--- src/inc/ssb_defs.svh ---
`ifndef SSB_DEFS_SVH
`define SSB_DEFS_SVH

// Register offsets on the plain register port
`define SSB_OFS_STATUS 2'h0
`define SSB_OFS_CTRL1 2'h1
`define SSB_OFS_RELOAD 2'h2
`define SSB_OFS_BUFFER 2'h3

// Reset values
`define SSB_RST_STATUS 8'h00
`define SSB_RST_CTRL1 8'h00
`define SSB_RST_RELOAD 8'h00
`define SSB_RST_BUFFER 8'h00

// Status register bit positions
`define SSB_ST_SAMPLE 7
`define SSB_ST_EDGE 6
`define SSB_ST_DATA 5
`define SSB_ST_STOP 4
`define SSB_ST_START 3
`define SSB_ST_DIR 2
`define SSB_ST_UPDATE 1
`define SSB_ST_FULL 0

// Control register one bit positions
`define SSB_C1_COLL 7
`define SSB_C1_OVER 6
`define SSB_C1_ENABLE 5
`define SSB_C1_POL 4
`define SSB_C1_MODE_HI 3

// Mode field codes
`define SSB_M_SPI_D4 4'h0
`define SSB_M_SPI_D16 4'h1
`define SSB_M_SPI_D64 4'h2
`define SSB_M_SPI_TMR 4'h3
`define SSB_M_SPI_SLV_SEL 4'h4
`define SSB_M_SPI_SLV 4'h5
`define SSB_M_I2C_S7 4'h6
`define SSB_M_I2C_S10 4'h7
`define SSB_M_I2C_MST 4'h8
`define SSB_M_RSV9 4'h9
`define SSB_M_SPI_RELOAD 4'hA
`define SSB_M_I2C_FW 4'hB
`define SSB_M_RSVC 4'hC
`define SSB_M_RSVD 4'hD
`define SSB_M_I2C_S7_SP 4'hE
`define SSB_M_I2C_S10_SP 4'hF

// Fixed reloads giving clock/4, clock/16 and clock/64
`define SSB_RL_D4 8'h00
`define SSB_RL_D16 8'h03
`define SSB_RL_D64 8'h0F

// Counter rollovers per transfer: two per bit
`define SSB_ROLLS_SPI 5'h10
`define SSB_ROLLS_I2C 5'h12
`define SSB_ROLLS_DATA 5'h10

`endif

--- src/inc/ssb_pkg.sv ---
package ssb_pkg;

  // Transfer sequencer states
  typedef enum logic [1:0] {
    SSB_IDLE = 2'h1,
    SSB_RUN = 2'h2
  } ssb_state_t;

  // Register port request
  typedef struct packed {
    logic [1:0] addr;
    logic [7:0] wdata;
    logic wr;
    logic rd;
  } ssb_bus_t;

  // Events reported by the protocol engine
  typedef struct packed {
    logic rx_valid;
    logic [7:0] rx_byte;
    logic rx_is_data;
    logic start_seen;
    logic stop_seen;
    logic addr_match;
    logic addr_rw;
    logic nack_seen;
    logic update_req;
    logic slv_tx_busy;
    logic [4:0] seq_req;
  } ssb_evt_t;

  // Pin and engine controls
  typedef struct packed {
    logic pins_en;
    logic spi_clock_o;
    logic spi_clock_oe;
    logic scl_low_oe;
    logic slew_limit;
    logic smbus_levels;
    logic sample_strobe;
    logic shift_strobe;
  } ssb_pins_t;

endpackage

--- src/verilog/ssb_port_regs.sv ---
//
// Contract
// - I2C master clock is oscillator over four times reload plus one.
// - Reload SPI master clock likewise; software avoids reload zero.
// - One serial clock period spans two counter rollovers.
// - SPI master samples at bit end if phase bit set, else mid-bit.
// - In I2C the phase bit set disables slew limiting.
// - SPI edge bit picks active-to-idle or idle-to-active output change.
// - In I2C the edge bit selects SMBus input thresholds.
// - I2C data flag shows whether the last byte was data.
// - Stop and start flags mark the latest condition; cleared when off.
// - I2C slave direction flag holds last match read/write bit.
// - I2C master direction flag shows transmit; OR with requests is busy.
// - Update-address flag set in 10-bit slave mode when needed.
// - Full flag marks unread byte, or I2C transmit data shifting.
// - Master buffer write when start not allowed sets collision.
// - Slave buffer write while transmitting sets collision; software clears.
// - SPI slave overflow on unread buffer discards byte; never in master.
// - I2C overflow set when byte arrives with buffer still full.
// - Enable bit hands the serial pins to the port, except in reserved modes.
// - SPI polarity sets idle level; I2C slave clear bit stretches.
// - Mode field selects SPI, I2C, firmware master or reserved modes.
// - Master buffer write starts the reload counter.
// - Counter stops at completion; clock pin holds its level.
// - Reload copied into the counter twice per clock period.
`include "ssb_defs.svh"

module ssb_port_regs (
  input wire logic clock,
  input wire logic rst_n,
  input wire ssb_pkg::ssb_bus_t bus,
  input wire ssb_pkg::ssb_evt_t evt,
  input wire logic timer_two_output,
  output logic [7:0] rdata_reg,
  output ssb_pkg::ssb_pins_t pins_reg,
  output logic [7:0] tx_byte_reg,
  output logic tx_load_reg,
  output logic port_idle_reg
);

  ////////////////////////////////////////////////////////////////////////////
  // Register state

  logic sample_phase_reg;
  logic clock_edge_reg;
  logic data_flag_reg;
  logic stop_seen_reg;
  logic start_seen_reg;
  logic dir_reg;
  logic update_address_reg;
  logic buffer_full_reg;
  logic write_collision_reg;
  logic receive_overflow_reg;
  logic port_enable_reg;
  logic clock_polarity_reg;
  logic [3:0] port_mode_reg;
  logic [7:0] baud_reload_value_reg;
  logic [7:0] serial_buffer_reg;
  ssb_pkg::ssb_state_t state_reg;
  logic [4:0] roll_cnt_reg;

  ////////////////////////////////////////////////////////////////////////////
  // Decode

  logic wr_status, wr_ctrl, wr_reload, wr_buf, rd_buf;
  logic mode_res, spi_master, spi_slave, i2c_slave, i2c_master;
  logic i2c_any, ten_bit, is_master, active, run;
  logic start_ok, collide, rx_take, rx_over, last_roll, data_done;
  logic dir_eff, level, roll, ext_sel;
  logic [7:0] reload_sel;
  logic [4:0] roll_limit;

  // Register port strobes
  assign wr_status = bus.wr & (bus.addr == `SSB_OFS_STATUS);
  assign wr_ctrl = bus.wr & (bus.addr == `SSB_OFS_CTRL1);
  assign wr_reload = bus.wr & (bus.addr == `SSB_OFS_RELOAD);
  assign wr_buf = bus.wr & (bus.addr == `SSB_OFS_BUFFER);
  assign rd_buf = bus.rd & (bus.addr == `SSB_OFS_BUFFER);

  // Mode classes
  // mode field decode
  assign mode_res = (port_mode_reg == `SSB_M_RSV9) |
                    (port_mode_reg == `SSB_M_RSVC) |
                    (port_mode_reg == `SSB_M_RSVD);
  assign spi_master = (port_mode_reg <= `SSB_M_SPI_TMR) |
                      (port_mode_reg == `SSB_M_SPI_RELOAD);
  assign spi_slave = (port_mode_reg == `SSB_M_SPI_SLV_SEL) |
                     (port_mode_reg == `SSB_M_SPI_SLV);
  assign ten_bit = (port_mode_reg == `SSB_M_I2C_S10) |
                   (port_mode_reg == `SSB_M_I2C_S10_SP);
  assign i2c_slave = ten_bit |
                     (port_mode_reg == `SSB_M_I2C_S7) |
                     (port_mode_reg == `SSB_M_I2C_S7_SP);
  assign i2c_master = (port_mode_reg == `SSB_M_I2C_MST);
  assign i2c_any = i2c_slave | i2c_master |
                   (port_mode_reg == `SSB_M_I2C_FW);
  assign is_master = spi_master | i2c_master;
  // reserved codes leave the port inert
  assign active = port_enable_reg & ~mode_res;
  assign run = (state_reg == ssb_pkg::SSB_RUN);

  // Buffer write outcome: start, store, or collision
  // master start permission
  assign start_ok = active & is_master &
                    (state_reg == ssb_pkg::SSB_IDLE) &
                    ~(i2c_master & (|evt.seq_req));
  assign collide = active & wr_buf &
                   ((is_master & ~start_ok) |
                    (~is_master & evt.slv_tx_busy));

  // Receive outcome
  assign rx_take = active & evt.rx_valid & ~buffer_full_reg;
  assign rx_over = active & evt.rx_valid & buffer_full_reg &
                   (spi_slave | i2c_any);

  ////////////////////////////////////////////////////////////////////////////
  // Reload counter

  // Fixed reloads for the plain dividers and timer mode, else software value
  // I2C master uses software reload
  always_comb begin
    case (port_mode_reg)
      `SSB_M_SPI_D4: reload_sel = `SSB_RL_D4;
      `SSB_M_SPI_D16: reload_sel = `SSB_RL_D16;
      `SSB_M_SPI_D64: reload_sel = `SSB_RL_D64;
      `SSB_M_SPI_TMR: reload_sel = `SSB_RL_D4;
      default: reload_sel = baud_reload_value_reg;
    endcase
  end
  assign ext_sel = (port_mode_reg == `SSB_M_SPI_TMR);

  ssb_reload_counter #(
    .W(8)
  ) u_counter (
    .clock(clock),
    .rst_n(rst_n),
    .run(run),
    .ext_sel(ext_sel),
    .ext_tick(timer_two_output),
    .reload(reload_sel),
    .level_reg(level),
    .roll_reg(roll)
  );

  // two rollovers per bit; I2C adds the ack bit
  assign roll_limit = i2c_master ? `SSB_ROLLS_I2C : `SSB_ROLLS_SPI;
  assign last_roll = roll & (roll_cnt_reg == roll_limit - 5'h01);
  assign data_done = roll &
                     (roll_cnt_reg == `SSB_ROLLS_DATA - 5'h01);

  ////////////////////////////////////////////////////////////////////////////
  // Transfer sequencer

  // Holding a one-hot state lets a stray code fall back to idle
  // write starts the counter
  always_ff @(posedge clock or negedge rst_n) begin
    if (!rst_n) begin
      state_reg <= ssb_pkg::SSB_IDLE;
      roll_cnt_reg <= 5'h00;
    end else begin
      case (state_reg)
        ssb_pkg::SSB_IDLE: begin
          roll_cnt_reg <= 5'h00;
          if (wr_buf & start_ok) begin
            state_reg <= ssb_pkg::SSB_RUN;
          end
        end
        ssb_pkg::SSB_RUN: begin
          if (!active | last_roll) begin
            state_reg <= ssb_pkg::SSB_IDLE;
          end
          if (roll) begin
            roll_cnt_reg <= roll_cnt_reg + 5'h01;
          end
        end
        default: begin
          state_reg <= ssb_pkg::SSB_IDLE;
        end
      endcase
    end
  end

  ////////////////////////////////////////////////////////////////////////////
  // Control register one and reload value

  // Collision and overflow: set wins over a software clear
  // software clears by writing zero
  always_ff @(posedge clock or negedge rst_n) begin
    if (!rst_n) begin
      write_collision_reg <= 1'b0;
      receive_overflow_reg <= 1'b0;
    end else begin
      if (collide) begin
        write_collision_reg <= 1'b1;
      end else if (wr_ctrl & ~bus.wdata[`SSB_C1_COLL]) begin
        write_collision_reg <= 1'b0;
      end
      if (rx_over) begin
        receive_overflow_reg <= 1'b1;
      end else if (wr_ctrl & ~bus.wdata[`SSB_C1_OVER]) begin
        receive_overflow_reg <= 1'b0;
      end
    end
  end

  // Plain writable control fields
  always_ff @(posedge clock or negedge rst_n) begin
    if (!rst_n) begin
      port_enable_reg <= 1'(`SSB_RST_CTRL1 >> `SSB_C1_ENABLE);
      clock_polarity_reg <= 1'b0;
      port_mode_reg <= 4'h0;
      baud_reload_value_reg <= `SSB_RST_RELOAD;
    end else begin
      if (wr_ctrl) begin
        port_enable_reg <= bus.wdata[`SSB_C1_ENABLE];
        clock_polarity_reg <= bus.wdata[`SSB_C1_POL];
        port_mode_reg <= bus.wdata[`SSB_C1_MODE_HI:0];
      end
      if (wr_reload) begin
        baud_reload_value_reg <= bus.wdata;
      end
    end
  end

  ////////////////////////////////////////////////////////////////////////////
  // Status register

  // Software-writable configuration bits
  always_ff @(posedge clock or negedge rst_n) begin
    if (!rst_n) begin
      sample_phase_reg <= 1'b0;
      clock_edge_reg <= 1'b0;
    end else if (wr_status) begin
      sample_phase_reg <= bus.wdata[`SSB_ST_SAMPLE];
      clock_edge_reg <= bus.wdata[`SSB_ST_EDGE];
    end
  end

  // Bus conditions; the newer one wins, disable clears both
  // latest condition, cleared when off
  always_ff @(posedge clock or negedge rst_n) begin
    if (!rst_n) begin
      start_seen_reg <= 1'b0;
      stop_seen_reg <= 1'b0;
    end else if (!port_enable_reg) begin
      start_seen_reg <= 1'b0;
      stop_seen_reg <= 1'b0;
    end else if (active & i2c_any & evt.start_seen) begin
      start_seen_reg <= 1'b1;
      stop_seen_reg <= 1'b0;
    end else if (active & i2c_any & evt.stop_seen) begin
      start_seen_reg <= 1'b0;
      stop_seen_reg <= 1'b1;
    end
  end

  // Byte kind and slave direction
  always_ff @(posedge clock or negedge rst_n) begin
    if (!rst_n) begin
      data_flag_reg <= 1'b0;
      dir_reg <= 1'b0;
    end else if (active & i2c_any) begin
      if (evt.rx_valid) begin
        data_flag_reg <= evt.rx_is_data;
      end
      // valid until start, stop or nack
      if (evt.addr_match & i2c_slave) begin
        dir_reg <= evt.addr_rw;
      end else if (evt.start_seen | evt.stop_seen | evt.nack_seen) begin
        dir_reg <= 1'b0;
      end
    end
  end

  // address update request, cleared by rewrite
  always_ff @(posedge clock or negedge rst_n) begin
    if (!rst_n) begin
      update_address_reg <= 1'b0;
    end else if (active & ten_bit & evt.update_req) begin
      update_address_reg <= 1'b1;
    end else if (wr_reload | ~ten_bit) begin
      update_address_reg <= 1'b0;
    end
  end

  // full on receive or I2C data shift
  always_ff @(posedge clock or negedge rst_n) begin
    if (!rst_n) begin
      buffer_full_reg <= 1'b0;
    end else if (rx_take | (wr_buf & start_ok & i2c_master)) begin
      buffer_full_reg <= 1'b1;
    end else if (rd_buf | (run & i2c_master & data_done)) begin
      buffer_full_reg <= 1'b0;
    end
  end

  // Buffer keeps an unread byte; collided writes are dropped
  always_ff @(posedge clock or negedge rst_n) begin
    if (!rst_n) begin
      serial_buffer_reg <= `SSB_RST_BUFFER;
    end else if (rx_take) begin
      serial_buffer_reg <= evt.rx_byte;
    end else if (wr_buf & ~collide) begin
      serial_buffer_reg <= bus.wdata;
    end
  end

  ////////////////////////////////////////////////////////////////////////////
  // Read port and engine handoff

  // master direction reads transmit in progress
  assign dir_eff = i2c_master ? run : dir_reg;

  // Read data stand for one cycle only
  always_ff @(posedge clock or negedge rst_n) begin
    if (!rst_n) begin
      rdata_reg <= 8'h00;
    end else if (!bus.rd) begin
      rdata_reg <= 8'h00;
    end else begin
      case (bus.addr)
        `SSB_OFS_STATUS: rdata_reg <= {sample_phase_reg, clock_edge_reg,
            data_flag_reg, stop_seen_reg, start_seen_reg, dir_eff,
            update_address_reg & ten_bit, buffer_full_reg};
        `SSB_OFS_CTRL1: rdata_reg <= {write_collision_reg,
            receive_overflow_reg, port_enable_reg, clock_polarity_reg,
            port_mode_reg};
        `SSB_OFS_RELOAD: rdata_reg <= baud_reload_value_reg;
        default: rdata_reg <= serial_buffer_reg;
      endcase
    end
  end

  // idle is neither transmitting nor any request
  always_ff @(posedge clock or negedge rst_n) begin
    if (!rst_n) begin
      port_idle_reg <= 1'b1;
      tx_load_reg <= 1'b0;
      tx_byte_reg <= 8'h00;
    end else begin
      port_idle_reg <= ~(dir_eff | (|evt.seq_req));
      tx_load_reg <= wr_buf & ~collide & active;
      if (wr_buf & ~collide) begin
        tx_byte_reg <= bus.wdata;
      end
    end
  end

  ////////////////////////////////////////////////////////////////////////////
  // Pin controls

  // All pin controls registered so the pads see no decode glitches
  always_ff @(posedge clock or negedge rst_n) begin
    if (!rst_n) begin
      pins_reg <= '0;
    end else begin
      // pins to the port while enabled, except in reserved modes
      pins_reg.pins_en <= active;
      pins_reg.spi_clock_o <= clock_polarity_reg ^ level;
      pins_reg.spi_clock_oe <= active & spi_master;
      pins_reg.scl_low_oe <= active &
          ((i2c_master & run & ~level) |
           (i2c_slave & ~clock_polarity_reg));
      // slew limit when phase bit clear
      pins_reg.slew_limit <= active & i2c_any & ~sample_phase_reg;
      pins_reg.smbus_levels <= active & i2c_any & clock_edge_reg;
      // even rollover is mid-bit, odd is bit end
      pins_reg.sample_strobe <= active & spi_master & run & roll &
          (roll_cnt_reg[0] == sample_phase_reg);
      // output change edge by edge bit
      pins_reg.shift_strobe <= active & spi_master & run & roll &
          (roll_cnt_reg[0] == clock_edge_reg);
    end
  end
endmodule // ssb_port_regs

--- src/verilog/ssb_reload_counter.sv ---
`include "ssb_defs.svh"

module ssb_reload_counter #(
  parameter int W = 8
) (
  input wire logic clock,
  input wire logic rst_n,
  input wire logic run,
  input wire logic ext_sel,
  input wire logic ext_tick,
  input wire logic [W-1:0] reload,
  output logic level_reg,
  output logic roll_reg
);

  logic half_reg;
  logic [W-1:0] count_reg;
  logic tick;
  logic zero;

  // Oscillator/2 step, or the timer pulse in timer mode
  assign tick = ext_sel ? ext_tick : half_reg;
  assign zero = (count_reg == '0);

  // Prescaler realigns on every start
  always_ff @(posedge clock or negedge rst_n) begin
    if (!rst_n) begin
      half_reg <= 1'b0;
    end else begin
      half_reg <= run & ~half_reg;
    end
  end

  // Countdown; reload twice per output period
  always_ff @(posedge clock or negedge rst_n) begin
    if (!rst_n) begin
      count_reg <= '0;
    end else if (!run) begin
      count_reg <= reload;
    end else if (tick) begin
      count_reg <= zero ? reload : count_reg - 1'b1;
    end
  end

  // Level toggles per rollover; held while stopped
  always_ff @(posedge clock or negedge rst_n) begin
    if (!rst_n) begin
      level_reg <= 1'b0;
      roll_reg <= 1'b0;
    end else begin
      roll_reg <= run & tick & zero;
      if (run & tick & zero) begin
        level_reg <= ~level_reg;
      end
    end
  end

  // Gap checker helper
  logic [W+1:0] gap_reg;
  logic seen_reg;
  always_ff @(posedge clock or negedge rst_n) begin
    if (!rst_n) begin
      gap_reg <= '0;
      seen_reg <= 1'b0;
    end else begin
      gap_reg <= roll_reg ? (W+2)'(1) : gap_reg + 1'b1;
      seen_reg <= run & (seen_reg | roll_reg);
    end
  end
endmodule // ssb_reload_counter

--- config.mk ---
export PLATFORM = sky130hd
export DESIGN_NAME = ssb_port_regs
export DESIGN_NICKNAME = d
export VERILOG_FILES = /design/src/inc/ssb_pkg.sv /design/src/verilog/ssb_port_regs.sv /design/src/verilog/ssb_reload_counter.sv
export VERILOG_INCLUDE_DIRS = /design/src /design/src/inc
export SDC_FILE = /design/constraint.sdc
export NUM_CORES = 1
export LEC_CHECK = 0
export ABC_AREA = 1
export BUFFER_PORTS_ARGS = -buffer_cell sky130_fd_sc_hd__buf_2
export CAP_MARGIN = 0
export CORE_ASPECT_RATIO = 0.9
export CORE_UTILIZATION = 51
export DETAILED_ROUTE_END_ITERATION = 7
export PLACE_DENSITY_LB_ADDON = 0.15
export SKIP_CTS_REPAIR_TIMING = 1
export SLEW_MARGIN = 20
export SYNTH_ARGS = -nofsm -noshare
export SYNTH_HDL_FRONTEND = slang
export SYNTH_SLANG_ARGS = --single-unit
--- constraint.sdc ---
create_clock -name clock -period 1.51 [get_ports clock]
set_clock_uncertainty 0.2 [all_clocks]
set_input_delay 0 -clock clock [delete_from_list [all_inputs] [get_ports clock]]
set_output_delay 0 -clock clock [all_outputs]
set_load 0.05 [all_outputs]
==> reports/results.ini <==
[run_status]
status=complete, but fails checks
violations=negative hold slack, negative setup slack

[place]
io_buffers=62
place_congestion=0.913
placed_area_mm2=0.00486
post-dp-hpwl_um=8030
place_ws_ps=-212
dp_cells=684

[global_routing]
antenna_found_initial=0
grt_pass1_vias=3501
grt_usage=0.275
grt-ovfl-total=0
grt_pass1_wl_um=16700
grt_max_degree=28

[timing]
whs_ps=-29.9
finalMaxSlewViolations=0
period_needed_ps=1750
max_freq_mhz=571
setup_tns_ps=-5880
finalCritPeriodShare=1.16
relSlewSlack=0.712
rsz0062_at_grt=yes
post-route-worst-setup-slack_ps=-241
setup_viol=41
finalHoldViolCount=1
tightest_slew_ps=430

[worst_setup_path]
critPathKind=reg2reg
crit_family=simple AND/OR/NAND/NOR gates
crit_required_ps=1550
worstSetupEndpointType=flip-flop
worstPathArrival_ps=1790
crit_fanout=8
cp_num_buf_inv=2
cp_slowest_cell=dfstp_2
startpoint_type=flip-flop
cpPeakStageDelay_ps=540
cp_cell_sequence=inv_2 -> nor2_4 -> nand2_2 -> nor2_4 -> nand2_4 -> nand2_4 -> nand2_8 -> buf_12 -> nand3_2 -> nand2_1

[die]
rows=29
coreArea_mm2=0.00726
die_h_um=85.1
die_area_mm2=0.00804
die_w_um=94.4
io_pins=63
start_util=0.540

[logic_synthesis]
seq_area_frac_synth=0.486
syn_area_mm2=0.00392
ys_warn_count=0
yosys.area.top_type_share=0.473
synth_top_cell_by_area=dfrtp_1
synthDistinctLibCells=35
synthCells=471
synth-main-ff-cell=dfrtp_1
synth_nets=512
postSynthAreaPerCell_um2=8.32
synth_edf_count=0
synth.most_common_cell=nand2_1
async_flop_share=1.00
yosys_register_bits=76
synth_commonest_cells=nand2_1, dfrtp_1, inv_1
synthTopCellsByArea=dfrtp_1, nand2_1, inv_1

[route]
drtIter0Drc=161
antenna_left=0
wire_per_inst_um=15.0
vias=3801
firstDrtPassIters=4
vias_per_cell=5.12
route.detailed.drc=0
drt-total-wl_um=11100

[worst_hold_path]
hold_class=in2reg

[layout]
layout.nets=686
areaGrowthSynthToFinish_pct=47.0
diodes=0
fin_cells=743
drive_gt1_frac=0.403
final_cell_area_mm2=0.00576

[power_and_ir_drop]
irDropWorstVdd_mv=0.950
p_per_area_mw_per_mm2=1100
power_leakage_nw=2.96
total_power_mw=6.34

[job]
maxCapViolCount=0

[clock_network]
clock_latency_ps=350
h-tree-depth=3
numClockSinks=76
clockBufferDepth=2
numCtsBuffers=9
cts_tree=built
root_buffer=clkbuf_8
clk_pin_slew_ps=80

power by group:
group,internal (mW),switching (mW)
Sequential,2.38,0.290
Clock,0.603,0.769
Combinational,0.967,1.33
cell usage in the layout, fill, tap and decap left out, types with 8 or more instances in the layout:
cell type / instances
nand3_1: 26
nand3_2: 17
nor2_4: 11
nand2_2: 14
o21ai_0: 33
nand2_1: 116
dfrtp_1: 70
inv_1: 48
nand4_1: 9
o21ai_2: 8
buf_4: 66
clkbuf_8: 9
nand2_4: 16
inv_2: 12
dlygate4sd3_1: 33
nor2_1: 16
buf_2: 61
path summary, 6_finish.rpt:
kind,endpoint,depth (start not counted),slack (ps),from
worst max-delay path,serial_buffer_reg[3],10,-240,state_reg[0]
worst min-delay path,rdata_reg[0],6,-30,bus[10]
worst max register to register,serial_buffer_reg[3],10,-240,state_reg[0]
worst min register to register,u_counter.half_reg,1,250,u_counter.half_reg
max in group asynchronous,state_reg[0],4,130,rst_n
min in group asynchronous,pins_reg[0],3,440,rst_n
metrics by stage:
step | utilization | hold WS, ps
after CTS | 0.692 | -645
final | 0.794 | -29.9
after global routing | 0.794 | 18.6
after floorplan | - | -496
after global placement | 0.669 | -263
after detailed placement | 0.669 | -257
area by class of cell:
class	count	area (um2)
Clock inverter	5	37.5
Inverter	64	249
Timing Repair Buffer	172	1320
Multi-Input combinational cell	322	1990
Tap cell	93	116
Fill cell	498	1500
Sequential cell	76	1910
Clock buffer	11	131
kinds of logic after synthesis:
logic type | synth area share
AOI/OAI and AO/OA | 0.103
xor gates and xnor gates | 0.0157
adders and majority gates | 0.0128
buffers and inverters | 0.0814
DFF | 0.486
and+or+nand+nor | 0.301
metal layers:
metal | share of wire | routed length (um) | vias up | global-route usage
met5 | 0 | 0 | - | 0
met4 | 0.022 | 240 | 0 | 0.0895
met3 | 0.040 | 447 | 20 | 0.0484
met2 | 0.50 | 5530 | 104 | 0.444
met1 | 0.44 | 4900 | 1805 | 0.375
li1 | - | - | 1872 | -
worst min-delay path, cell delays in order:
cell	delay (ps)
buf_2	110
o21ai_0	80
o21ai_0	70
o21ai_0	80
o211ai_1	100
inv_1	50
Power figures use the tool's default switching activity.
